`src/verilog/sbc_pkg.sv`:
```
package sbc_pkg;
    // number of regulated channels
    localparam int NUM_CH = 3;
    // output voltages in millivolts
    localparam int BASE_MV = 800;
    localparam int STEP_MV = 25;
    localparam int OFFSET_MV = 1200;
    // ultra-low-power bias, in tenths of a percent
    localparam int ULP_PERMILLE = 25;
    localparam int PERMILLE_DIV = 1000;
    // target code layout
    localparam int CODE_W = 8;
    localparam int CODE_OFS_BIT = 7;
    localparam int CODE_LOW_W = 7;
    localparam int MV_W = 13;
    // peak current limits, milliamps
    localparam int PEAK_CURRENT_SELECT_LO_MA = 600;
    localparam int PEAK_CURRENT_SELECT_HI_MA = 1100;
    // strap decode field widths
    localparam int STRAP_W = 5;
    localparam int STRAP_HI_BIT = 4;
    localparam int STRAP_V_W = 4;
    // per-channel configuration widths
    localparam int PEAK_CURRENT_SELECT_W = 2;
    localparam int SEQ_W = 5;
    // soft-start: one millivolt step per microsecond
    localparam int SS_STEP_US = 1;
    localparam int SYS_CLK_MHZ = 40;
    localparam int SS_CYCLES = SS_STEP_US * SYS_CLK_MHZ;
    localparam int SS_CNT_W = 6;
    localparam logic [MV_W-1:0] SS_STEP_MV = 13'h0001;
    // reset values
    localparam logic [CODE_W-1:0] CODE_RST = 8'h00;
    localparam logic [PEAK_CURRENT_SELECT_W-1:0] PEAK_CURRENT_SELECT_RST = 2'h0;
    localparam logic [SEQ_W-1:0] SEQ_RST = 5'h00;
    // servicing state machine
    typedef enum logic [1:0]
    {
        SBC_IDLE   = 2'b00,
        SBC_CHARGE = 2'b01,
        SBC_DUMP   = 2'b10
    } sbc_state_e;
    // strap table: sixteen voltages in millivolts
    function automatic logic [MV_W-1:0] sbc_strap_mv(input logic [STRAP_V_W-1:0] idx);
        case (idx)
            4'h0:    sbc_strap_mv = 13'd800;
            4'h1:    sbc_strap_mv = 13'd900;
            4'h2:    sbc_strap_mv = 13'd1000;
            4'h3:    sbc_strap_mv = 13'd1100;
            4'h4:    sbc_strap_mv = 13'd1200;
            4'h5:    sbc_strap_mv = 13'd1350;
            4'h6:    sbc_strap_mv = 13'd1500;
            4'h7:    sbc_strap_mv = 13'd1800;
            4'h8:    sbc_strap_mv = 13'd2200;
            4'h9:    sbc_strap_mv = 13'd2500;
            4'ha:    sbc_strap_mv = 13'd2800;
            4'hb:    sbc_strap_mv = 13'd3000;
            4'hc:    sbc_strap_mv = 13'd3300;
            4'hd:    sbc_strap_mv = 13'd3600;
            4'he:    sbc_strap_mv = 13'd4100;
            default: sbc_strap_mv = 13'd4600;
        endcase
    endfunction
    // register code to millivolts
    function automatic logic [MV_W-1:0] sbc_code_mv(input logic [CODE_W-1:0] code);
        logic [MV_W-1:0] mv;
        mv = MV_W'(BASE_MV) + MV_W'(code[CODE_LOW_W-1:0]) * MV_W'(STEP_MV);
        if (code[CODE_OFS_BIT])
            mv = mv + MV_W'(OFFSET_MV);
        sbc_code_mv = mv;
    endfunction
endpackage

```
`src/verilog/sbc_channel_ctrl.sv`:
```
`timescale 1ns/1ps
// Contract
// - code low bits: 0.8V plus 25mV steps
// - strap decodes sixteen voltages, two limits
// - idle while no channel requests service
// - charge to peak, dump to zero current
// - interleave service among requesting channels
// - skip channels not requesting service
// - channel enters ultra-low-power on light load
// - ultra-low-power target raised 2.5 percent
// - soft-start ramps target at limited slew
// - per-channel two-bit peak current select
// - per-channel five-bit sequence control
// - discharge enable held per channel
// - discharge on when enabled and channel off
// - enabled discharge on in undervoltage above POR
// - below POR all discharge paths open
module sbc_channel_ctrl
    import sbc_pkg::*;
#(
    parameter int N = sbc_pkg::NUM_CH
) (
    input  wire logic                                    SYS_CLK,
    input  wire logic                                    RESET_N,
    input  wire logic                                    STRAP_MODE,
    input  wire logic [N-1:0][sbc_pkg::STRAP_W-1:0]      STRAP_RESISTOR_INPUTS,
    input  wire logic                                    CFG_WR,
    input  wire logic [1:0]                              CFG_CH,
    input  wire logic [sbc_pkg::CODE_W-1:0]              CHANNEL_TARGET_CODE,
    input  wire logic [sbc_pkg::PEAK_CURRENT_SELECT_W-1:0]              PEAK_CURRENT_SELECT,
    input  wire logic [sbc_pkg::SEQ_W-1:0]               SEQUENCE_CONTROL,
    input  wire logic                                    DISCHARGE_ENABLE,
    input  wire logic [N-1:0]                            CH_ENABLE,
    input  wire logic [N-1:0]                            SERVICE_REQ,
    input  wire logic [N-1:0]                            LIGHT_LOAD,
    input  wire logic                                    PEAK_DETECT,
    input  wire logic                                    ZERO_CURRENT_INDICATION,
    input  wire logic                                    VIN_UVLO,
    input  wire logic                                    VIN_POR,
    output logic                                         CHARGE_ON,
    output logic      [N-1:0]                            DUMP_ON,
    output logic      [N-1:0][sbc_pkg::MV_W-1:0]         TARGET_MV,
    output logic      [N-1:0][sbc_pkg::PEAK_CURRENT_SELECT_W-1:0]       PEAK_LIMIT,
    output logic      [N-1:0][sbc_pkg::SEQ_W-1:0]        SEQ_OUT,
    output logic      [N-1:0]                            ULTRA_LOW_POWER_STATE,
    output logic      [N-1:0]                            DISCHARGE_ON,
    output logic      [sbc_pkg::CODE_W-1:0]              CODE_READ
);
    import sbc_pkg::*;

    // three-stage synchroniser for pin inputs
    typedef struct packed
    {
        logic [2:0][N-1:0]  req;      // service request stages
        logic [2:0][N-1:0]  light;    // light-load stages
        logic [2:0]         peak;     // peak detect stages
        logic [2:0]         zx;       // zero-current stages
        logic [N-1:0]       req_q;    // accepted request
        logic [N-1:0]       light_q;  // accepted light load
        logic               peak_q;   // accepted peak
        logic               zx_q;     // accepted zero current
    } sbc_sync_s;

    typedef struct packed
    {
        sbc_sync_s                      sy;        // synchronised inputs
        sbc_state_e                     state;     // servicing state
        logic [1:0]                     cur;       // channel in service
        logic [1:0]                     last;      // last channel served
        logic                           charge;    // charge switch drive
        logic [N-1:0]                   dump;      // dump switch drives
        logic [N-1:0][PEAK_CURRENT_SELECT_W-1:0]       peak_current_select;      // peak current select
        logic [N-1:0][SEQ_W-1:0]        seq;       // sequence control
        logic [N-1:0]                   dis_en;    // discharge enable
        logic [N-1:0]                   dis;       // discharge drive
        logic [N-1:0]                   ulp;       // ultra-low-power state
        logic [N-1:0][MV_W-1:0]         ramp;      // soft-start target
        logic [N-1:0][MV_W-1:0]         tgt;       // regulation target
        logic [SS_CNT_W-1:0]            ss_cnt;    // slew prescaler
        logic [1:0]                     rd_ch;     // mirror read pointer
    } sbc_state_s;

    sbc_state_s st;
    sbc_state_s next_st;
    logic [CODE_W-1:0] mem_rd;
    logic [1:0]        mem_addr;

    // round-robin pick after the last served channel, none if no request
    function automatic logic [2:0] sbc_pick(input logic [N-1:0] req, input logic [1:0] last);
        logic [2:0] res;
        int         k;
        int         c;
        res = 3'b000;
        for (k = N; k >= 1; k--)
        begin
            c = (int'(last) + k) % N;
            if (req[c])
                res = {1'b1, 2'(c)};
        end
        sbc_pick = res;
    endfunction

    // code store sweeps through channels so every target stays fresh
    assign mem_addr = st.rd_ch;

    sbc_cfg_mem #(
        .DEPTH (N),
        .WIDTH (CODE_W)
    ) u_mem (
        .clk     (SYS_CLK),
        .reset_n (RESET_N),
        .wr_en   (CFG_WR),
        .wr_addr (CFG_CH),
        .wr_data (CHANNEL_TARGET_CODE),
        .rd_addr (mem_addr),
        .rd_data (mem_rd)
    );

    // next-state logic for the whole block
    always_comb
    begin
        logic [2:0]        pick;
        logic [1:0]        rch;
        logic [1:0]        prev;
        logic [MV_W-1:0]   base;
        logic [MV_W-1:0]   goal;
        logic              ss_tick;
        pick    = '0;
        rch     = '0;
        prev    = '0;
        base    = '0;
        goal    = '0;
        ss_tick = 1'b0;
        next_st = st;

        // only the second and third stages are compared
        next_st.sy.req   = {st.sy.req[1:0], SERVICE_REQ};
        next_st.sy.light = {st.sy.light[1:0], LIGHT_LOAD};
        next_st.sy.peak  = {st.sy.peak[1:0], PEAK_DETECT};
        next_st.sy.zx    = {st.sy.zx[1:0], ZERO_CURRENT_INDICATION};
        for (int i = 0; i < N; i++)
        begin
            if (st.sy.req[1][i] == st.sy.req[2][i])
                next_st.sy.req_q[i] = st.sy.req[2][i];
            if (st.sy.light[1][i] == st.sy.light[2][i])
                next_st.sy.light_q[i] = st.sy.light[2][i];
        end
        if (st.sy.peak[1] == st.sy.peak[2])
            next_st.sy.peak_q = st.sy.peak[2];
        if (st.sy.zx[1] == st.sy.zx[2])
            next_st.sy.zx_q = st.sy.zx[2];

        // host writes per-channel configuration in one transaction
        if (CFG_WR && int'(CFG_CH) < N)
        begin
            next_st.peak_current_select[CFG_CH]   = PEAK_CURRENT_SELECT;
            next_st.seq[CFG_CH]    = SEQUENCE_CONTROL;
            next_st.dis_en[CFG_CH] = DISCHARGE_ENABLE;
        end

        // soft-start prescaler: one step per microsecond
        if (int'(st.ss_cnt) >= SS_CYCLES - 1)
        begin
            next_st.ss_cnt = '0;
            ss_tick        = 1'b1;
        end
        else
            next_st.ss_cnt = st.ss_cnt + 1'b1;

        // sweep the code store one channel per cycle
        rch = (int'(st.rd_ch) >= N - 1) ? 2'b00 : st.rd_ch + 1'b1;
        next_st.rd_ch = rch;
        // the read register lags the pointer by one cycle, so its data
        // belong to the channel before the one the pointer names now
        prev = (st.rd_ch == 2'b00) ? 2'(N - 1) : st.rd_ch - 1'b1;

        for (int i = 0; i < N; i++)
        begin
            // light load drops channel into low power
            next_st.ulp[i] = st.sy.light_q[i] && CH_ENABLE[i];

            if (STRAP_MODE)
            begin
                base = sbc_strap_mv(STRAP_RESISTOR_INPUTS[i][STRAP_V_W-1:0]);
                next_st.peak_current_select[i] = STRAP_RESISTOR_INPUTS[i][STRAP_HI_BIT] ? 2'b01 : 2'b00;
            end
            else
                base = st.tgt[i];

            // read data only holds full written bytes
            if (!STRAP_MODE && int'(prev) == i)
                next_st.tgt[i] = sbc_code_mv(mem_rd);
            else if (STRAP_MODE)
                next_st.tgt[i] = base;

            goal = base;
            if (st.ulp[i])
                goal = base + MV_W'((32'(base) * ULP_PERMILLE) / PERMILLE_DIV);

            // target slews up to goal, drops to a lower goal at once, restarts from zero when off
            if (!CH_ENABLE[i])
                next_st.ramp[i] = '0;
            else if (ss_tick && st.ramp[i] < goal)
                next_st.ramp[i] = st.ramp[i] + SS_STEP_MV;
            else if (st.ramp[i] > goal)
                next_st.ramp[i] = goal;

            // no discharge drive below power-on reset
            if (!VIN_POR)
                next_st.dis[i] = 1'b0;
            else if (VIN_UVLO)
                next_st.dis[i] = st.dis_en[i];
            else
                next_st.dis[i] = st.dis_en[i] && !CH_ENABLE[i];
        end

        // servicing state machine
        // masked requests never win arbitration
        pick = sbc_pick(st.sy.req_q & CH_ENABLE, st.last);
        case (st.state)
            SBC_IDLE:
            begin
                next_st.charge = 1'b0;
                next_st.dump   = '0;
                if (pick[2])
                begin
                    next_st.cur    = pick[1:0];
                    next_st.charge = 1'b1;
                    next_st.state  = SBC_CHARGE;
                end
            end
            SBC_CHARGE:
            begin
                if (st.sy.peak_q)
                begin
                    next_st.charge        = 1'b0;
                    next_st.dump          = '0;
                    next_st.dump[st.cur]  = 1'b1;
                    next_st.state         = SBC_DUMP;
                end
            end
            SBC_DUMP:
            begin
                // route to output until zero current
                if (st.sy.zx_q)
                begin
                    next_st.dump  = '0;
                    next_st.last  = st.cur;
                    next_st.state = SBC_IDLE;
                end
            end
            default:
            begin
                next_st.state  = SBC_IDLE;
                next_st.charge = 1'b0;
                next_st.dump   = '0;
            end
        endcase
    end

    // synchronous reset: everything off, round robin starts at channel 0
    always_ff @(posedge SYS_CLK)
    begin
        if (!RESET_N)
        begin
            st       <= '0;
            st.state <= SBC_IDLE;
            st.last  <= 2'(N - 1);
            st.peak_current_select  <= '{default: PEAK_CURRENT_SELECT_RST};
            st.seq   <= '{default: SEQ_RST};
        end
        else
            st <= next_st;
    end

    // outputs straight from state flops
    assign CHARGE_ON             = st.charge;
    assign DUMP_ON               = st.dump;
    assign TARGET_MV             = st.ramp;
    assign PEAK_LIMIT            = st.peak_current_select;
    assign SEQ_OUT               = st.seq;
    assign ULTRA_LOW_POWER_STATE = st.ulp;
    assign DISCHARGE_ON          = st.dis;
    assign CODE_READ             = mem_rd;
endmodule

```
`src/verilog/sbc_cfg_mem.sv`:
```
`timescale 1ns/1ps
// per-channel target code store, registered read
module sbc_cfg_mem #(
    parameter int DEPTH = 3,
    parameter int WIDTH = 8
) (
    input  wire logic                     clk,
    input  wire logic                     reset_n,
    input  wire logic                     wr_en,
    input  wire logic [$clog2(DEPTH)-1:0] wr_addr,
    input  wire logic [WIDTH-1:0]         wr_data,
    input  wire logic [$clog2(DEPTH)-1:0] rd_addr,
    output logic      [WIDTH-1:0]         rd_data
);
    typedef struct packed
    {
        logic [DEPTH-1:0][WIDTH-1:0] mem;   // stored codes
        logic [WIDTH-1:0]            rd;    // read register
    } sbc_mem_s;

    sbc_mem_s st;
    sbc_mem_s next_st;

    // write port and registered read
    always_comb
    begin
        next_st = st;
        // an index past the last channel is dropped, never aliased
        if (wr_en && int'(wr_addr) < DEPTH)
            next_st.mem[wr_addr] = wr_data;
        next_st.rd = st.mem[rd_addr];
    end

    // synchronous reset clears all codes
    always_ff @(posedge clk)
    begin
        if (!reset_n)
            st <= '0;
        else
            st <= next_st;
    end

    assign rd_data = st.rd;
endmodule

```
`config.mk`:
```
export PLATFORM = sky130hd
export DESIGN_NAME = sbc_channel_ctrl
export DESIGN_NICKNAME = d
export VERILOG_FILES = /design/src/verilog/sbc_pkg.sv /design/src/verilog/sbc_channel_ctrl.sv /design/src/verilog/sbc_cfg_mem.sv
export SDC_FILE = /design/constraint.sdc
export NUM_CORES = 1
export LEC_CHECK = 0
export ABC_AREA = 1
export BUFFER_PORTS_ARGS = -buffer_cell sky130_fd_sc_hd__buf_2
export CAP_MARGIN = 20
export CORE_MARGIN = 2
export CORE_UTILIZATION = 40
export DETAILED_ROUTE_END_ITERATION = 8
export PLACE_DENSITY = 0.7
export SYNTH_ARGS = -nofsm -noshare
export SYNTH_HDL_FRONTEND = slang
export SYNTH_SLANG_ARGS = --single-unit
export TNS_END_PERCENT = 10
```
`constraint.sdc`:
```
create_clock -name SYS_CLK -period 16.4 [get_ports SYS_CLK]
set_input_delay 4.1 -clock SYS_CLK [delete_from_list [all_inputs] [get_ports SYS_CLK]]
set_output_delay 4.1 -clock SYS_CLK [all_outputs]
set_load 0.1 [all_outputs]
```
[Yosys cells after proc, flatten, opt, wreduce, memory -nomap -nowiden]
Memory sizes are Yosys's and may differ from the RTL's.
Index checks and enable logic that the tools add are counted.
Word-level totals
  register bits: 190
  bits in latches: 0
  RAM bits: 0
  ROM bits: 576
  input port bits: 50
  output and inout port bits: 78
  word-level logic and storage cells: 212
  memories: 3
Memories
  (name not given): depth 16, bits a word 12, read ports 1, clocked after memory_dff 0, write ports 0, RTL line sbc_pkg.sv:45  | case (idx)
  (name not given): depth 16, bits a word 12, read ports 1, clocked after memory_dff 0, write ports 0, RTL line sbc_pkg.sv:45
  (name not given): depth 16, bits a word 12, read ports 1, clocked after memory_dff 0, write ports 0, RTL line sbc_pkg.sv:45
Operators by class
  add/sub/neg operators: 14
  multiply operators: 4
  div/mod/pow operators: 6
  $lt $le $gt $ge: 17
  eq/ne operators: 15
  shift-type cells: 0
  mux-type cells: 68
  bitwise gates (word level): 3
  reductions and logical operators: 40
Operators by type and width (number)
  $mux W13: 19
  $div A18 B10 Y32 const B: 3
  $lt A32 B4 Y1 const B: 3
  $mod A32 B3 Y32 const B: 3
  $mul A13 B5 Y18 const B: 3
  $add A13 B1 Y13 const B: 3
  $add A13 B13 Y13: 3
  $gt A13 B13 Y1: 3
  $lt A13 B13 Y1: 3
  $bwmux W24: 1
  $mux W24: 1
  $bmux W8 S2: 1
  $demux W8 S2: 1
  $mux W1: 16
  $mux W8: 2
  $reduce_and A2 Y1: 8
  $bwmux W15: 1
  $logic_and A1 B1 Y1: 15
  $mux W2: 7
  $reduce_bool A2 Y1: 7
  $add A10 B12 Y13 const A: 1
  $add A13 B11 Y13 const B: 1
  $mul A7 B5 Y12 const B: 1
  $mux W3: 4
  other kinds (31): 57

[Longest topological paths before layout]
  word-level depth: 10
  depth in mapped cells: 114
  depth with buffers taken out: 112

[Hierarchy]
A second synthesis with hierarchy kept.
Second synthesis, totals
  cell total of the unflattened synthesis: 5366
  area, all modules: 31510.2 sq um
Modules (own cells, without submodules)
  sbc_channel_ctrl: times used 1, cells an instance 5165, area each 30082.6 sq um, sequential area each 3163.0 sq um
  sbc_cfg_mem: times used 1, cells an instance 201, area each 1427.6 sq um, sequential area each 640.6 sq um

[Worst setup path after synthesis]
OpenSTA, ideal clock, no wires.
  kind: input to register
  from: input port STRAP_MODE
  to: register st, in the netlist TARGET_MV[23]
  library setup time: 0.066 ns
  data arrival time: 16.313 ns
  data required time: 16.334 ns
  path slack: 0.021 ns
  cell stages on the path: 96
  buffers on the path: 10
  cells stage by stage: inv_2 -> buf_2 -> buf_1 -> clkbuf_1 -> nand2_1 -> o221ai_1 -> ha_1 -> ha_1 -> inv_1 -> fa_1 -> inv_1 -> ha_1 -> a21oi_1 -> nor2_1 -> o21ai_2 -> nand4_1 -> nand2_2 -> nand2_1 -> (+60 left out) -> inv_1 -> nand2_4 -> nand2_2 -> nand2_2 -> nand2_2 -> nand2_2 -> nand3_1 -> a21oi_1 -> xor2_1 -> ha_1 -> a21oi_1 -> nor2_1 -> a211oi_2 -> nand3_2 -> buf_6 -> nand2_4 -> nand3_2 -> a21oi_2
Between the ends
  word-level cells in the longest chain between the ends: 8
  elaborated cells on any way between the ends: 11
  classes of those cells: 1 x add/sub; 1 x mul; 1 x div; 2 x order compare; 4 x mux; 2 x reduce/logical
Ends and longest elaborated chain
  from (decl): RTL line sbc_channel_ctrl.sv:25  | input wire logic STRAP_MODE,
  $mux W13 (*): RTL line sbc_channel_ctrl.sv:182  | if (STRAP_MODE)
  $mul A13 B5 Y18: RTL line sbc_channel_ctrl.sv:198  | goal = base + MV_W'((32'(base) * ULP_PERMILLE) / PERMILLE_DIV);
  $div A18 B10 Y32: RTL line sbc_channel_ctrl.sv:198
  $add A13 B13 Y13: RTL line sbc_channel_ctrl.sv:198
  $mux W13 (*): RTL line sbc_channel_ctrl.sv:197  | if (st.ulp[i])
  $lt A13 B13 Y1: RTL line sbc_channel_ctrl.sv:203  | else if (ss_tick && st.ramp[i] < goal)
  $logic_and A1 B1 Y1: RTL line sbc_channel_ctrl.sv:203
  $mux W13 or $reduce_bool A2 Y1 (tied branches)
  to (signal assigned): RTL line sbc_channel_ctrl.sv:273  | st <= next_st;
  to (decl): RTL line sbc_channel_ctrl.sv:83  | sbc_state_s st;
Every way passes the cells marked *; elsewhere a longest branch is shown, timed or not. The select of a mux whose other input is x is not followed.
A chain may end at the register's enable or synchronous reset.

[Worst setup path after layout]
  from: input port STRAP_RESISTOR_INPUTS[1] (netlist bit)
  to: register st, in the netlist TARGET_MV[2]
Between the ends
  word-level cells in the longest chain between the ends: 9
  elaborated cells on any way between the ends: 12
  classes of those cells: 1 x add/sub; 1 x mul; 1 x div; 2 x order compare; 4 x mux; 2 x reduce/logical; 1 x memory
Ends and longest elaborated chain
  from (decl): RTL line sbc_channel_ctrl.sv:26  | input wire logic [N-1:0][sbc_pkg::STRAP_W-1:0] STRAP_RESISTOR_INPUTS,
  $mem_v2 Z16 W12 (*)
  $mux W13 (*): RTL line sbc_channel_ctrl.sv:182
  $mul A13 B5 Y18: RTL line sbc_channel_ctrl.sv:198
  $div A18 B10 Y32: RTL line sbc_channel_ctrl.sv:198
  $add A13 B13 Y13: RTL line sbc_channel_ctrl.sv:198
  $mux W13 (*): RTL line sbc_channel_ctrl.sv:197
  $lt A13 B13 Y1: RTL line sbc_channel_ctrl.sv:203
  $logic_and A1 B1 Y1: RTL line sbc_channel_ctrl.sv:203
  $mux W13 or $reduce_bool A2 Y1 (tied branches)
Marked as above.

==> out/metrics.yaml <==
status: "finished with violations"
violations: "design-rule violations, negative setup slack"
ys.warnings.count: 0
row_count: 102
rsz0062_at_grt: "yes"
wl_met1_mm: 45.0
portBuffers: 127
slew_headroom_pct: 39.7
overflow: 0
layout_setup_ws_ns: -0.115
slew_violations: 0
cts.clk_slew.worst_paths_ns: 0.09
syn-num-nets: 5566
io_pins: 128
die_area_sq_um: 79900
dp_cells: 7179
clock_sinks: 190
required_ns: 16.79
worstSetupPathType: "in -> reg"
ys_seq_elements: 190
maxCapViolations: 0
syn2layout_area_growth_pct: 43.6
core_area_sq_um: 77200
start_util_pct: 40.3
fmax_ghz: 0.0606
wl_met2_mm: 50.7
start_kind: "input port"
drc: 10
min_path_cells: 2
critPathTopFamily: "simple AND/OR/NAND/NOR gates"
cp_common_cell: "nand2_2"
drive_gt1_share_pct: 37.9
grt_usage_pct: 22.7
hold_violations: 0
synth_area_leaders: "nand2_1 (18%), dfxtp_1 (12%), ha_1 (9.6%)"
syn_area_per_cell_sq_um: 5.92
min_period_ns: 16.51
grt_start_max_net_pins: 42
wirelength_mm: 105
die_w_um: 283
nNetsFinal: 6641
fin_tns_setup_ns: -1.17
netlist_area_sq_um: 31100
nFillCells: 6822
reg2reg_depth: 101
cp.arrival_ns: 16.91
fin_cells: 7383
post_drt_wl_per_cell_um: 14.2
met3_length_mm: 5.91
drt_iter0_markers: 2615
h-tree-depth: 4
fin_crit_sh_pct: 101
max_slew.worst_pin.slew_ns: 0.901
hpwl_mm: 77.3
yosysTopAreaCellShare_pct: 17.7
clk_path_buf_depth: 2
grt_pass1_wl_mm: 154
clockRootBuffer: "clkbuf_16"
crit_buf_inv: 18
drtPass1Iterations: 9
worstSetupEndpointType: "flip-flop"
antenna_found_initial: 6
synth_cell_type_count: 72
dr_total_vias: 37600
vias_per_cell: 5.09
cpPeakStageDelay_ns: 0.39
cts_tree: "built"
yosys.area.top_type: "nand2_1"
min_path_type: "reg -> reg"
setup_viol: 13
ys_seq_area_share_pct: 12.2
grt_pass1_vias: 33000
path_depth: 103
place.gp.congestion: 0.948
cts_made_buffers: 17
top_layer_used: "met5"
clock_skew_ns: 0.0171
ant_nets: 0
dieHeight_um: 283
clk_latency_ns: 0.46
cp_slowest_cell: "ha_1"
cp_max_fo: 8
synthCells: 5253
## state kept, by name, summed over array words and instances, names as in the netlist, 6 cells and up
signal	count
st	70
TARGET_MV	39
u_mem.st	24
next_st	16
SEQ_OUT	15
u_mem.rd_data	8
PEAK_LIMIT	6
## metrics by stage
step / instance area, sq um / hold WS [ns] / util, % / setup WS (ns)
4_1_cts: 39700 / 0.424 / 51.5 / 0.00233
5_1_grt: 44600 / 0.448 / 57.8 / -0.958
3_3_place_gp: 38800 / 0.394 / 50.3 / -0.830
6_report: 44600 / 0.419 / 57.8 / -0.115
3_5_place_dp: 38800 / 0.400 / 50.3 / -0.938
2_1_floorplan: 31100 / 0.390 / - / 0.0208
## path summary, 6_finish.rpt
check	start	to	slack (ns)
setup / recovery	STRAP_RESISTOR_INPUTS[1]	TARGET_MV[2]$_SDFFE_PN0P_	-0.11
hold / removal	next_st[153]$_SDFF_PN0_	next_st[156]$_SDFF_PN0_	0.42
setup reg to reg	st[11]$_SDFFE_PN0P_	TARGET_MV[2]$_SDFFE_PN0P_	3.78
hold reg to reg	next_st[153]$_SDFF_PN0_	next_st[156]$_SDFF_PN0_	0.42
## logic make-up after synthesis
kind of cell / share of synthesized area [%]
AOI/OAI and AO/OA: 10.3
xor gates and xnor gates: 4.89
adders and majority gates: 11.2
buffers and inverters: 14.5
DFF: 12.2
and+or+nand+nor: 46.9
## synth_stat cells (all sizes together)
cell,count
xor2,134
dfxtp,190
xnor2,37
bufinv,1
nand3,589
buf,127
o211ai,30
nor3,40
nand4,129
o31ai,3
nor3b,1
a211oi,12
and2,4
and3,4
o221a,1
o22ai,6
nor4,2
a21oi,256
nor2,528
nand2,1730
o311ai,1
or2,10
o21a,4
a31oi,16
a21o,5
a22oi,3
o21ai,205
inv,818
clkbuf,45
a311oi,1
o21bai,9
clkinv,12
ha,238
a21boi,1
o2111ai,5
a221oi,3
nand3b,26
fa,25
o221ai,2
## cell type report
cell class	count	area [sq um]	share of cell area, %
Multi-Input combinational cell	4076	26500	59.3
Timing Repair Buffer	1212	9270	20.8
Sequential cell	190	3800	8.52
Inverter	831	3180	7.14
Tap cell	1040	1300	2.92
Clock buffer	17	425	0.953
Clock inverter	15	181	0.407
Antenna cell	2	5.00	0.0112
## per-layer routing
layer	track usage (%)	up-vias
met3	2.48	242
li1	-	18900
met4	4.95	8
met1	30.1	17200
met5	0	-
met2	39.5	1174
## timing repair
item	CTS	global route
setup endpoints to repair	39	39
pin swaps	18	398
hold buffers	0	0
resized for setup	59	897
cloned	2	20
buffers inserted	5	143
## worst min-delay path, stage by stage, from the launching register on
cell and delay, ns:
dfxtp_1 0.31, nand2_1 0.05, inv_1 0.04
## cell usage in the layout (no fill, tap or decap), types with 18 or more instances in the layout
cell type | synthesis | layout
buf_12 | 2 | 18
buf_6 | 32 | 44
nor2_4 | 20 | 78
o21ai_0 | 163 | 119
inv_2 | 62 | 104
o211ai_1 | 30 | 30
xor2_2 | 3 | 20
ha_4 | 0 | 36
fa_1 | 25 | 25
a21oi_1 | 243 | 196
xor2_1 | 131 | 111
buf_2 | 5 | 123
nand2_2 | 192 | 338
clkbuf_16 | 0 | 21
o21ai_1 | 32 | 44
nor2_2 | 58 | 107
xnor2_1 | 37 | 36
inv_1 | 752 | 705
nand3_1 | 528 | 439
ha_1 | 238 | 190
nand3b_1 | 25 | 25
nor2_1 | 449 | 342
nand4_1 | 127 | 127
o21ai_2 | 10 | 38
a21oi_2 | 7 | 45
nor3_1 | 35 | 26
nand2_1 | 1467 | 1261
nand2_8 | 0 | 19
nand2_4 | 71 | 125
buf_4 | 80 | 1020
nand3_4 | 12 | 46
dfxtp_1 | 190 | 190
nand3_2 | 49 | 107
Power is not shown: default switching activity piles up to over one toggle a cycle in this logic, so the estimate is an artifact.
